`src/dufr_pkg.sv`:
```
package dufr_pkg;

    // -----------------------------------------------------------------
    // bus geometry
    // -----------------------------------------------------------------
    localparam int          CH_NUM          = 2;
    localparam int          ADDR_W          = 3;
    localparam int          DATA_W          = 8;
    localparam int          CNT_W           = 7;

    // -----------------------------------------------------------------
    // register offsets
    // -----------------------------------------------------------------
    localparam logic [2:0]  OFS_DATA        = 3'h0;
    localparam logic [2:0]  OFS_DIV_LO      = 3'h0;
    localparam logic [2:0]  OFS_DIV_HI      = 3'h1;
    localparam logic [2:0]  OFS_INT_EN      = 3'h1;
    localparam logic [2:0]  OFS_FIFO_CTRL   = 3'h2;
    localparam logic [2:0]  OFS_ENH_FEAT    = 3'h2;
    localparam logic [2:0]  OFS_LINE_CTRL   = 3'h3;
    localparam logic [2:0]  OFS_MODEM_CTRL  = 3'h4;
    localparam logic [2:0]  OFS_RESUME_1    = 3'h4;
    localparam logic [2:0]  OFS_LINE_STAT   = 3'h5;
    localparam logic [2:0]  OFS_RESUME_2    = 3'h5;
    localparam logic [2:0]  OFS_MODEM_STAT  = 3'h6;
    localparam logic [2:0]  OFS_STOP_1      = 3'h6;
    localparam logic [2:0]  OFS_FLOW_THR    = 3'h6;
    localparam logic [2:0]  OFS_STOP_2      = 3'h7;
    localparam logic [2:0]  OFS_TRIG_LVL    = 3'h7;
    localparam logic [2:0]  OFS_READINESS   = 3'h7;
    localparam logic [2:0]  OFS_SCRATCH     = 3'h7;

    // -----------------------------------------------------------------
    // field positions and key values
    // -----------------------------------------------------------------
    localparam logic [7:0]  LCR_BANK_KEY    = 8'hBF;
    localparam int          LCR_DIV_BIT     = 7;
    localparam int          EFR_ENH_BIT     = 4;
    localparam int          IER_SLEEP_BIT   = 4;
    localparam int          MCR_RDY_EN_BIT  = 2;
    localparam int          MCR_LOOP_BIT    = 4;
    localparam int          MCR_BANK_BIT    = 6;
    localparam int          MCR_PRESC_BIT   = 7;
    localparam logic [7:0]  IER_PROT_MASK   = 8'hF0;
    localparam logic [7:0]  FCR_PROT_MASK   = 8'h30;
    localparam logic [7:0]  MCR_PROT_MASK   = 8'hE0;
    localparam int          RDY_TX_A        = 0;
    localparam int          RDY_TX_B        = 1;
    localparam int          RDY_RX_A        = 4;
    localparam int          RDY_RX_B        = 5;
    localparam logic [7:0]  IIR_IDLE        = 8'h01;

    // -----------------------------------------------------------------
    // trigger levels
    // -----------------------------------------------------------------
    localparam logic [6:0]  TRIG_STEP       = 7'h04;
    localparam logic [27:0] FCR_TX_LVL      = {7'h38, 7'h20, 7'h10, 7'h08};
    localparam logic [27:0] FCR_RX_LVL      = {7'h3C, 7'h38, 7'h10, 7'h08};

    // -----------------------------------------------------------------
    // carriers
    // -----------------------------------------------------------------
    typedef struct packed {
        logic [6:0] tx_space;
        logic [6:0] rx_count;
        logic       rx_timeout;
        logic [7:0] line_status;
        logic [7:0] modem_status;
        logic [7:0] rx_char;
    } dufr_fifo_stat_t;

    typedef struct packed {
        logic [7:0] div_lo;
        logic [7:0] div_hi;
        logic [7:0] int_en;
        logic [7:0] fifo_ctrl;
        logic [7:0] line_ctrl;
        logic [7:0] modem_ctrl;
        logic [7:0] enh_feat;
        logic [7:0] resume_1;
        logic [7:0] resume_2;
        logic [7:0] stop_1;
        logic [7:0] stop_2;
        logic [7:0] flow_thr;
        logic [7:0] trig_lvl;
    } dufr_chan_cfg_t;

    localparam dufr_chan_cfg_t CFG_RST      = '0;
    localparam logic [7:0]     SCRATCH_RST  = 8'h00;

    typedef enum logic [1:0] {
        BANK_NORMAL,
        BANK_DIVISOR,
        BANK_ENHANCED
    } dufr_bank_t;

endpackage : dufr_pkg

```
`src/dufr_trig_eval.sv`:
```
`timescale 1ns/10ps
module dufr_trig_eval
    import dufr_pkg::*;
#(
    parameter int CW = CNT_W
) (
    // clock and reset
    input  wire logic            mclk,
    input  wire logic            srst,
    // configuration
    input  wire logic [7:0]      fifo_ctrl,
    input  wire logic [7:0]      trig_lvl,
    // fifo state
    input  wire logic [CW-1:0]   tx_space,
    input  wire logic [CW-1:0]   rx_count,
    input  wire logic            rx_timeout,
    // readiness
    output logic                 tx_rdy_ff,
    output logic                 rx_rdy_ff
);

    if (CW < 7) begin : g_bad_width
        $error("dufr_trig_eval: count width too small for 64-entry fifos");
    end

    // -----------------------------------------------------------------
    // level selection
    // -----------------------------------------------------------------
    logic [6:0] tx_level;
    logic [6:0] rx_level;

    always_comb begin
        if (trig_lvl[3:0] != 4'h0) begin
            tx_level = 7'({3'h0, trig_lvl[3:0]} * TRIG_STEP);
        end else begin
            tx_level = FCR_TX_LVL[fifo_ctrl[5:4]*7 +: 7];
        end
        if (trig_lvl[7:4] != 4'h0) begin
            rx_level = 7'({3'h0, trig_lvl[7:4]} * TRIG_STEP);
        end else begin
            rx_level = FCR_RX_LVL[fifo_ctrl[7:6]*7 +: 7];
        end
    end

    // -----------------------------------------------------------------
    // readiness flags
    // -----------------------------------------------------------------
    // tx space test
    always_ff @(posedge mclk) begin
        if (srst) begin
            tx_rdy_ff <= 1'b0;
        end else begin
            tx_rdy_ff <= (tx_space >= CW'(tx_level));
        end
    end

    always_ff @(posedge mclk) begin
        if (srst) begin
            rx_rdy_ff <= 1'b0;
        end else begin
            rx_rdy_ff <= (rx_count > CW'(rx_level)) || rx_timeout;
        end
    end

endmodule : dufr_trig_eval

```
`src/dufr_regs.sv`:
```
`timescale 1ns/10ps
module dufr_regs
    import dufr_pkg::*;
(
    // clock and reset
    input  wire logic              mclk,
    input  wire logic              srst,
    // host bus
    input  wire logic [2:0]        addr,
    input  wire logic [7:0]        data_in,
    output logic [7:0]             data_out_ff,
    output logic                   data_oe_n_ff,
    input  wire logic              cs_a_n,
    input  wire logic              cs_b_n,
    input  wire logic              ior_n,
    input  wire logic              iow_n,
    // channel fifo state
    input  dufr_fifo_stat_t        stat_a,
    input  dufr_fifo_stat_t        stat_b,
    // channel configuration
    output dufr_chan_cfg_t         cfg_a,
    output dufr_chan_cfg_t         cfg_b,
    output logic                   presc_div4_a,
    output logic                   presc_div4_b,
    // data port strobes
    output logic [CH_NUM-1:0]      tx_wr_ff,
    output logic [7:0]             tx_data_ff,
    output logic [CH_NUM-1:0]      rx_rd_ff
);

    // -----------------------------------------------------------------
    // access qualification
    // -----------------------------------------------------------------
    dufr_chan_cfg_t    cfg_ff [CH_NUM];
    logic [7:0]        scratch_ff [CH_NUM];
    logic              iow_n_q_ff;
    logic              ior_n_q_ff;
    logic              acc_sel;
    logic              sel_ch;
    logic              wr_go;
    logic              rd_go;
    logic              rd_edge;
    dufr_chan_cfg_t    cur;
    dufr_bank_t        cur_bank;
    logic              enh_en;
    logic              thr_win;
    logic              rdy_win;
    dufr_fifo_stat_t   stat [CH_NUM];
    logic [CH_NUM-1:0] tx_rdy;
    logic [CH_NUM-1:0] rx_rdy;
    logic [7:0]        rdy_val;
    logic [7:0]        rd_val;

    assign stat[0] = stat_a;
    assign stat[1] = stat_b;

    // channel A has priority if both selects are low together
    assign acc_sel = !cs_a_n || !cs_b_n;
    assign sel_ch  = cs_a_n;
    assign cur     = cfg_ff[sel_ch];

    // one write per falling edge of the write strobe
    assign wr_go   = acc_sel && !iow_n && iow_n_q_ff;
    assign rd_go   = acc_sel && !ior_n;
    assign rd_edge = rd_go && ior_n_q_ff;

    always_ff @(posedge mclk) begin
        if (srst) begin
            iow_n_q_ff <= 1'b1;
            ior_n_q_ff <= 1'b1;
        end else begin
            iow_n_q_ff <= iow_n;
            ior_n_q_ff <= ior_n;
        end
    end

    // -----------------------------------------------------------------
    // bank decode
    // -----------------------------------------------------------------
    always_comb begin
        if (cur.line_ctrl == LCR_BANK_KEY) begin
            cur_bank = BANK_ENHANCED;
        end else if (cur.line_ctrl[LCR_DIV_BIT]) begin
            cur_bank = BANK_DIVISOR;
        end else begin
            cur_bank = BANK_NORMAL;
        end
    end

    assign enh_en  = cur.enh_feat[EFR_ENH_BIT];
    assign thr_win = (cur_bank == BANK_NORMAL) && enh_en && cur.modem_ctrl[MCR_BANK_BIT];
    assign rdy_win = (cur_bank == BANK_NORMAL) && cur.modem_ctrl[MCR_RDY_EN_BIT]
                     && !cur.modem_ctrl[MCR_LOOP_BIT];

    // protected bits keep their value unless enhanced functions are on
    function automatic logic [7:0] guard_wr(input logic [7:0] old_v, input logic [7:0] new_v,
                                            input logic [7:0] prot, input logic en);
        guard_wr = en ? new_v : ((old_v & prot) | (new_v & ~prot));
    endfunction : guard_wr

    // -----------------------------------------------------------------
    // configuration registers
    // -----------------------------------------------------------------
    always_ff @(posedge mclk) begin
        if (srst) begin
            for (int c = 0; c < CH_NUM; c++) begin
                cfg_ff[c] <= CFG_RST;
            end
        end else if (wr_go) begin
            unique case (cur_bank)
                BANK_ENHANCED: begin
                    unique case (addr)
                        OFS_DIV_LO: begin
                            if (!cur.int_en[IER_SLEEP_BIT]) begin
                                cfg_ff[sel_ch].div_lo <= data_in;
                            end
                        end
                        OFS_DIV_HI: begin
                            if (!cur.int_en[IER_SLEEP_BIT]) begin
                                cfg_ff[sel_ch].div_hi <= data_in;
                            end
                        end
                        OFS_ENH_FEAT:   cfg_ff[sel_ch].enh_feat <= data_in;
                        OFS_LINE_CTRL:  cfg_ff[sel_ch].line_ctrl <= data_in;
                        OFS_RESUME_1:   cfg_ff[sel_ch].resume_1 <= data_in;
                        OFS_RESUME_2:   cfg_ff[sel_ch].resume_2 <= data_in;
                        OFS_STOP_1:     cfg_ff[sel_ch].stop_1 <= data_in;
                        OFS_STOP_2:     cfg_ff[sel_ch].stop_2 <= data_in;
                    endcase
                end
                BANK_DIVISOR: begin
                    unique case (addr)
                        OFS_DIV_LO: begin
                            if (!cur.int_en[IER_SLEEP_BIT]) begin
                                cfg_ff[sel_ch].div_lo <= data_in;
                            end
                        end
                        OFS_DIV_HI: begin
                            if (!cur.int_en[IER_SLEEP_BIT]) begin
                                cfg_ff[sel_ch].div_hi <= data_in;
                            end
                        end
                        OFS_FIFO_CTRL: begin
                            cfg_ff[sel_ch].fifo_ctrl <= guard_wr(cur.fifo_ctrl, data_in, FCR_PROT_MASK, enh_en);
                        end
                        OFS_LINE_CTRL:  cfg_ff[sel_ch].line_ctrl <= data_in;
                        OFS_MODEM_CTRL: begin
                            cfg_ff[sel_ch].modem_ctrl <= guard_wr(cur.modem_ctrl, data_in, MCR_PROT_MASK, enh_en);
                        end
                        default: ;
                    endcase
                end
                BANK_NORMAL: begin
                    unique case (addr)
                        OFS_INT_EN: begin
                            cfg_ff[sel_ch].int_en <= guard_wr(cur.int_en, data_in, IER_PROT_MASK, enh_en);
                        end
                        OFS_FIFO_CTRL: begin
                            cfg_ff[sel_ch].fifo_ctrl <= guard_wr(cur.fifo_ctrl, data_in, FCR_PROT_MASK, enh_en);
                        end
                        OFS_LINE_CTRL:  cfg_ff[sel_ch].line_ctrl <= data_in;
                        OFS_MODEM_CTRL: begin
                            cfg_ff[sel_ch].modem_ctrl <= guard_wr(cur.modem_ctrl, data_in, MCR_PROT_MASK, enh_en);
                        end
                        OFS_FLOW_THR: begin
                            if (thr_win) begin
                                cfg_ff[sel_ch].flow_thr <= data_in;
                            end
                        end
                        OFS_TRIG_LVL: begin
                            if (thr_win) begin
                                cfg_ff[sel_ch].trig_lvl <= data_in;
                            end
                        end
                        default: ;
                    endcase
                end
            endcase
        end
    end

    // -----------------------------------------------------------------
    // scratch register
    // -----------------------------------------------------------------
    // readiness never takes a write
    always_ff @(posedge mclk) begin
        if (srst) begin
            for (int c = 0; c < CH_NUM; c++) begin
                scratch_ff[c] <= SCRATCH_RST;
            end
        end else if (wr_go && cur_bank == BANK_NORMAL && addr == OFS_SCRATCH && !thr_win) begin
            scratch_ff[sel_ch] <= data_in;
        end
    end

    // -----------------------------------------------------------------
    // data port strobes
    // -----------------------------------------------------------------
    always_ff @(posedge mclk) begin
        if (srst) begin
            tx_wr_ff   <= '0;
            tx_data_ff <= 8'h00;
            rx_rd_ff   <= '0;
        end else begin
            tx_wr_ff <= '0;
            rx_rd_ff <= '0;
            if (wr_go && cur_bank == BANK_NORMAL && addr == OFS_DATA) begin
                tx_wr_ff[sel_ch] <= 1'b1;
                tx_data_ff       <= data_in;
            end
            if (rd_edge && cur_bank == BANK_NORMAL && addr == OFS_DATA) begin
                rx_rd_ff[sel_ch] <= 1'b1;
            end
        end
    end

    // -----------------------------------------------------------------
    // readiness evaluation
    // -----------------------------------------------------------------
    for (genvar g = 0; g < CH_NUM; g++) begin : g_trig
        dufr_trig_eval #(
            .CW(CNT_W)
        ) u_trig (
            .mclk       (mclk),
            .srst       (srst),
            .fifo_ctrl  (cfg_ff[g].fifo_ctrl),
            .trig_lvl   (cfg_ff[g].trig_lvl),
            .tx_space   (stat[g].tx_space),
            .rx_count   (stat[g].rx_count),
            .rx_timeout (stat[g].rx_timeout),
            .tx_rdy_ff  (tx_rdy[g]),
            .rx_rdy_ff  (rx_rdy[g])
        );
    end

    always_comb begin
        rdy_val           = 8'h00;
        rdy_val[RDY_TX_A] = tx_rdy[0];
        rdy_val[RDY_TX_B] = tx_rdy[1];
        rdy_val[RDY_RX_A] = rx_rdy[0];
        rdy_val[RDY_RX_B] = rx_rdy[1];
    end

    // -----------------------------------------------------------------
    // read mux
    // -----------------------------------------------------------------
    always_comb begin
        rd_val = 8'h00;
        unique case (cur_bank)
            BANK_ENHANCED: begin
                unique case (addr)
                    OFS_DIV_LO:    rd_val = cur.div_lo;
                    OFS_DIV_HI:    rd_val = cur.div_hi;
                    OFS_ENH_FEAT:  rd_val = cur.enh_feat;
                    OFS_LINE_CTRL: rd_val = cur.line_ctrl;
                    OFS_RESUME_1:  rd_val = cur.resume_1;
                    OFS_RESUME_2:  rd_val = cur.resume_2;
                    OFS_STOP_1:    rd_val = cur.stop_1;
                    OFS_STOP_2:    rd_val = cur.stop_2;
                endcase
            end
            BANK_DIVISOR: begin
                unique case (addr)
                    OFS_DIV_LO:     rd_val = cur.div_lo;
                    OFS_DIV_HI:     rd_val = cur.div_hi;
                    OFS_FIFO_CTRL:  rd_val = IIR_IDLE;
                    OFS_LINE_CTRL:  rd_val = cur.line_ctrl;
                    OFS_MODEM_CTRL: rd_val = cur.modem_ctrl;
                    OFS_LINE_STAT:  rd_val = stat[sel_ch].line_status;
                    OFS_MODEM_STAT: rd_val = stat[sel_ch].modem_status;
                    OFS_SCRATCH:    rd_val = scratch_ff[sel_ch];
                endcase
            end
            BANK_NORMAL: begin
                unique case (addr)
                    OFS_DATA:       rd_val = stat[sel_ch].rx_char;
                    OFS_INT_EN:     rd_val = cur.int_en;
                    OFS_FIFO_CTRL:  rd_val = IIR_IDLE;
                    OFS_LINE_CTRL:  rd_val = cur.line_ctrl;
                    OFS_MODEM_CTRL: rd_val = cur.modem_ctrl;
                    OFS_LINE_STAT:  rd_val = stat[sel_ch].line_status;
                    OFS_FLOW_THR:   rd_val = thr_win ? cur.flow_thr : stat[sel_ch].modem_status;
                    OFS_SCRATCH: begin
                        if (rdy_win) begin
                            rd_val = rdy_val;
                        end else if (thr_win) begin
                            rd_val = cur.trig_lvl;
                        end else begin
                            rd_val = scratch_ff[sel_ch];
                        end
                    end
                endcase
            end
        endcase
    end

    // -----------------------------------------------------------------
    // bus drive
    // -----------------------------------------------------------------
    always_ff @(posedge mclk) begin
        if (srst) begin
            data_out_ff  <= 8'h00;
            data_oe_n_ff <= 1'b1;
        end else begin
            data_out_ff  <= rd_go ? rd_val : 8'h00;
            data_oe_n_ff <= !rd_go;
        end
    end

    // -----------------------------------------------------------------
    // configuration outputs
    // -----------------------------------------------------------------
    assign cfg_a = cfg_ff[0];
    assign cfg_b = cfg_ff[1];
    assign presc_div4_a = cfg_ff[0].modem_ctrl[MCR_PRESC_BIT];
    assign presc_div4_b = cfg_ff[1].modem_ctrl[MCR_PRESC_BIT];

endmodule : dufr_regs

```
`config.mk`:
```
export PLATFORM = sky130hd
export DESIGN_NAME = dufr_regs
export DESIGN_NICKNAME = d
export VERILOG_FILES = /design/src/dufr_pkg.sv /design/src/dufr_trig_eval.sv /design/src/dufr_regs.sv
export SDC_FILE = /design/constraint.sdc
export NUM_CORES = 1
export LEC_CHECK = 0
export BUFFER_PORTS_ARGS = -buffer_cell sky130_fd_sc_hd__buf_2
export CAP_MARGIN = 40
export CORE_MARGIN = 5
export CORE_UTILIZATION = 45
export DETAILED_ROUTE_END_ITERATION = 7
export GPL_TIMING_DRIVEN = 1
export PLACE_DENSITY = 0.72
export SLEW_MARGIN = 10
export SYNTH_ARGS = -nofsm -noshare
export SYNTH_HDL_FRONTEND = slang
export SYNTH_SLANG_ARGS = --single-unit
```
`constraint.sdc`:
```
create_clock -name mclk -period 7 [get_ports mclk]
set_clock_uncertainty 0.1 [all_clocks]
set_input_delay 2.1 -clock mclk [delete_from_list [all_inputs] [get_ports mclk]]
set_output_delay 2.1 -clock mclk [all_outputs]
set_load 0.03 [all_outputs]
```
==> reports/results.txt, run 1 <==
clock sinks: 251
TritonCTS Buffers: 27
Ys Warns: 0
die height: 180 um
Max IR drop VDD: 0.190 mV
final setup violation count: 0
ant diodes: 0
Total GRT Usage: 0.271
Cell Area, Placed: 0.0147 sq mm
die area: 0.0324 sq mm
gpl congestion: 1.02
setup repair after global routing missed its margin: no
post-synth top area share: 0.518
post-synthesis register bit count: 251
largest net degree at the start of global routing: 70
kind of critical path: in -> reg
critical path launch point type: primary input
Reg-to-Reg Start: cfg_ff[1][71]
fill count: 2486
Pre-antenna DRT Iters: 5
Area Overhead vs Synth: 19.4%
crit share post-route: 0.730
worst path required time: 7.12 ns
reg2reg end: cfg_ff[0][53]
Main synth FF type: edfxtp_1
fmax: 196 MHz
Final Hold Viols: 0
Synth Cell Area: 0.0130 sq mm
Syn Area/Cell: 11.7 sq um
fin area: 0.0155 sq mm
Hold Path End: tx_data_ff[4]
count of cell types in the netlist: 66
final setup TNS: 0 ns
Post-CTS Hold Fix Bufs: 0
via count of the first global-routing pass: 10300
Gate Count Post-Synth: 1115
Leakage: 0.00669 uW
R2R cell count: 6
Post-synth EDFFs: 224
Core Area: 0.0286 sq mm
Post-Place Cells: 1750
Final Non-Filler Cells: 1797
syn nets: 1226
hpwl dp: 33800 um
first-iteration detailed-routing DRC count: 1101
PortBufs: 321
hold path cells: 2
worst path arrival time: 5.24 ns
# IOs: 326
Routed WL: 46000 um
reg-to-reg setup timing slack: 3.40 ns
Worst Hold Launch: tx_data_ff[4]
sequential fraction of the synthesis area: 0.559
slew margin rel.: 0.363
top cells by area, synth: edfxtp_1 52%, and2_1 9.2%, mux2i_1 9.2%, dfxtp_1 4.2%, nor2_1 2.4%
Yosys top cell by area: edfxtp_1
crit path max fanout: 69
ys async rst share: 0
fin. max-slew vios: 0
Worst Setup End Kind: flop
Vias: 10400
Period minus WS final: 5.11 ns
Wirelength per Cell: 25.6 um
total congestion overflow: 0
status: complete, no violations
first-pass GRT wire length: 67000 um
most frequent cells in the layout: 320 x buf_2, 224 x edfxtp_1, 192 x and2_1, 119 x mux2i_1, 82 x nor2_1
CTS root buf: clkbuf_16
max_cap viols: 0
Initial Util: 0.454
die width: 180 um
Reg clk slew, reported paths: 0.06 ns
Setup Buffers After CTS: 0
Post-CTS Resized: 0
drt via density: 5.77
CTS tree: done
Power Dens Cells: 224 mW/mm^2
initial antenna violation count: 1
Clk Latency, worst-skew pair: 0.54 ns
H-tree levels: 1
Hold WC Path Type: reg -> reg
drt drc: 0
DRT antenna net count: 0
nets: 1506
row count: 62
Sequential cell area: 0.00727 sq mm
Worst Tran Pin Value: 0.953 ns
maximum clock insertion buffer count: 3
commonest non-fill, non-tap cell in the layout: buf_2
footprint of the multi-input gates: 0.00526 sq mm
layout cells sized above 1: 0.297
[cell families (layout without fill, tap and decap cells)]
group,after synthesis,in the layout,synth area share
and+or+nand+nor,448,448,0.198
DFF,251,251,0.559
AOI/OAI and AO/OA,179,179,0.0909
muxes,128,128,0.0995
buffers and inverters,91,389,0.0361
adders and majority gates,16,16,0.0154
xor gates and xnor gates,2,2,0.00135
[cells in the mapped netlist (15+ instances only)]
cell type  number
clkbuf_1       45
or2_2          24
nor2_1         82
buf_2          15
a21oi_1        34
nand2_1        41
dfxtp_1        27
ha_1           16
and2_1        192
o21ai_0        35
and3_1         17
edfxtp_1      224
o22ai_1        31
mux2i_1       119
[flip-flops by register name (all words and copies together), names as in the netlist]
register,count
scratch_ff,16
tx_data_ff,8
g_trig.u_trig.rx_rdy_ff,2
iow_n_q_ff,1
data_out_ff,8
data_oe_n_ff,1
g_trig.u_trig.tx_rdy_ff,2
tx_wr_ff,2
cfg_ff,208
ior_n_q_ff,1
rx_rd_ff,2
[how the worst max path moves through the flow]
stage                               end  slack [ns]    start  cells after the start
final                     cfg_ff[0][53]        1.89   cs_a_n                      7
after global routing      cfg_ff[0][30]        1.86   cs_a_n                      7
after CTS                 cfg_ff[0][52]        1.99   cs_a_n                      7
after detailed placement  cfg_ff[0][48]        1.45   cs_a_n                      7
after global placement    cfg_ff[0][48]        1.56   cs_a_n                      7
after floorplan           cfg_ff[1][80]        2.98  addr[2]                      6
[final cells by class]
class,instances,area share
sequential,251,0.468
multi-input combinational,773,0.339
timing repair buffer,331,0.109
clock buffer,39,0.0477
tap,384,0.0310
inverter,11,0.00266
clock inverter,8,0.00258
[worst max-delay path: stages]
cell and delay [ns]:
buf_6 0.56, mux2i_1 0.16, buf_4 0.25, a211oi_2 0.70, nand2_1 0.53, nor2_1 0.55, or2_2 0.33
[layer usage]
metal / global-route usage / routed length [um] / vias to the layer above
met3: 0.0804 / 4960 / 80
met5: 0 / 20 / -
met4: 0.0686 / 1280 / 2
li1: - / - / 4636
met1: 0.356 / 18400 / 5042
met2: 0.444 / 21400 / 601
[metrics by stage]
step	utilization	hold WS (ns)	worst slack, ns	total power, uW
3_3_place_gp	0.515	0.372	1.56	2200
2_1_floorplan	-	0.384	2.98	2030
5_1_grt	0.542	0.426	1.86	3570
3_5_place_dp	0.515	0.387	1.45	2210
4_1_cts	0.542	0.402	1.99	3480
6_report	0.542	0.392	1.89	3480
[report_power, final]
part | internal, uW | switching (uW)
Combinational | 134 | 328
Sequential | 1680 | 41.0
Clock | 729 | 564
Total | 2540 | 933
(Power assumes the default switching activity.)
==> inputs of run 2 (changes only) <==
- clock period: 7 -> 4.8 ns (I/O delays scaled with it)
==> run 2 against run 1 <==
Hold slack better by 0.00069 ns. Die area stayed put. Largest power group unchanged. Combinational power is 47% higher. Non-clock buffer count is 10 higher. Final cell count is 0.78% higher. Highest routed layer unchanged. Final area is 0.85% higher. Flip-flop and latch count stayed put. Global-route usage is 0.081 points lower.
==> reports/results.txt, run 2 (same netlist as run 1, synthesis figures left out) <==
Routed WL: 46000 um (-0.17%)
Area Overhead vs Synth: 20.4%
die width: 180 um (unchanged)
setup repair after global routing missed its margin: no
first-pass GRT wire length: 67000 um (about the same)
Post-CTS Hold Fix Bufs: 0 (unchanged)
Initial Util: 0.454 (unchanged)
Total GRT Usage: 0.271 (-0.000813)
final setup violation count: 0 (unchanged)
most frequent cells in the layout: 320 x buf_2, 224 x edfxtp_1, 192 x and2_1, 119 x mux2i_1, 82 x nor2_1
biggest regs: cfg_ff x208, scratch_ff x16
Post-Place Cells: 1760 (+0.57%)
Post-CTS Resized: 0 (unchanged)
die height: 180 um (unchanged)
layout cells sized above 1: 0.303 (+0.00543)
gpl congestion: 1.02 (-0.76%)
Critical Path Slowest Stage Cell: buf_6
first-iteration detailed-routing DRC count: 992 (-9.9%)
fin area: 0.0156 sq mm (+0.85%)
# IOs: 326 (unchanged)
Worst Tran Pin Value: 0.844 ns (-0.109 ns)
CTS tree: done
Pre-antenna DRT Iters: 7 (+2)
Leakage: 0.00676 uW (+0.99%)
max_cap viols: 0 (unchanged)
via count of the first global-routing pass: 10400 (+0.92%)
commonest non-fill, non-tap cell in the layout: buf_2
Setup Buffers After CTS: 0 (unchanged)
Period minus WS final: 3.63 ns
kind of critical path: in -> reg
Clk Latency, worst-skew pair: 0.53 ns (about the same)
drt drc: 0 (unchanged)
Final Non-Filler Cells: 1811 (+0.78%)
fin. max-slew vios: 0 (unchanged)
maximum clock insertion buffer count: 3 (unchanged)
nets: 1515 (+0.60%)
clock sinks: 251 (unchanged)
H-tree levels: 1 (unchanged)
worst path required time: 4.93 ns (-2.19 ns)
utilization after layout: 0.547 (+0.00459)
Worst Setup End Kind: flop
final setup TNS: 0 ns (unchanged)
max reg flops: 208 (unchanged)
reg-to-reg setup timing slack: 1.96 ns (-1.44 ns)
largest reg by FF count: cfg_ff
Vias: 10400 (+0.57%)
Cell Area, Placed: 0.0148 sq mm (+0.51%)
Wirelength per Cell: 25.4 um (-0.95%)
Power Dens Cells: 331 mW/mm^2 (+48%)
slew margin rel.: 0.423 (+0.0600)
Reg clk slew, reported paths: 0.06 ns (about the same)
fmax: 276 MHz
initial antenna violation count: 3 (+2)
crit path max fanout: 51 (-26%)
total congestion overflow: 0 (unchanged)
DRT antenna net count: 0 (unchanged)
Critical Path, Cell by Cell: buf_6 > and4b_1 > a31oi_1 > a211oi_2 > buf_4 > nand2_1 > nor2_2 > or2_2
TritonCTS Buffers: 26 (-3.7%)
worst path arrival time: 3.75 ns (-1.49 ns)
Final Hold Viols: 0 (unchanged)
status: complete, no violations
drt via density: 5.75 (-0.21%)
CTS root buf: clkbuf_16
Max IR drop VDD: 0.282 mV (+48%)
crit share post-route: 0.755
hpwl dp: 33800 um (about the same)
largest stage delay on the critical path: 0.39 ns (-0.31 ns)
PortBufs: 321 (unchanged)
Core Area: 0.0286 sq mm (unchanged)
row count: 62 (unchanged)
Hold WC Path Type: reg -> reg
largest net degree at the start of global routing: 52 (-26%)
total power: 5170 uW (+49%)
die area: 0.0324 sq mm (unchanged)
critical path launch point type: primary input
run 2: metal layers:
layer	up-vias	global-route usage	routed length, um
met5	-	0	21
met4	4	0.0832	1590
met2	628	0.436	21200
met3	83	0.0853	5160
li1	4665	-	-
met1	5040	0.352	18000
run 2: path summary, 6_finish.rpt:
path	from	to	cells past startpoint
worst max register to register	cfg_ff[1][71]	cfg_ff[1][20]	6
worst max-delay path	cs_a_n	cfg_ff[1][20]	8
worst min-delay path	tx_data_ff[7]	tx_data_ff[7]	2
worst min register to register	tx_data_ff[7]	tx_data_ff[7]	2
run 2: metrics by stage:
step	hold slack, ns	setup slack, ns
global placement	0.373	0.681
global route	0.431	1.02
CTS	0.400	1.21
floorplan	0.384	1.44
finish	0.393	1.17
detailed placement	0.385	0.650
run 2: worst max-delay path: cells and delay by family:
| kind | cells | cell delay (ns) |
|---|---|---|
| and+or+nand+nor | 4 | 1.19 |
| buffers and inverters | 2 | 0.68 |
| AOI/OAI and AO/OA | 2 | 0.38 |
run 2: where the power goes:
part | internal [uW] | switching (uW) | leakage, uW
Sequential | 2450 | 57.8 | 0.00253
Combinational | 198 | 478 | 0.00383
Clock | 1150 | 835 | 0.000401
run 2: final cells by class:
class | count | area, sq um
Fill cell | 2481 | 13000
Sequential cell | 251 | 7270
Multi-Input combinational cell | 773 | 5260
Timing Repair Buffer | 341 | 1760
Clock buffer | 36 | 719
Tap cell | 384 | 480
Clock inverter | 12 | 110
Inverter | 11 | 41.3
Antenna cell | 3 | 7.51
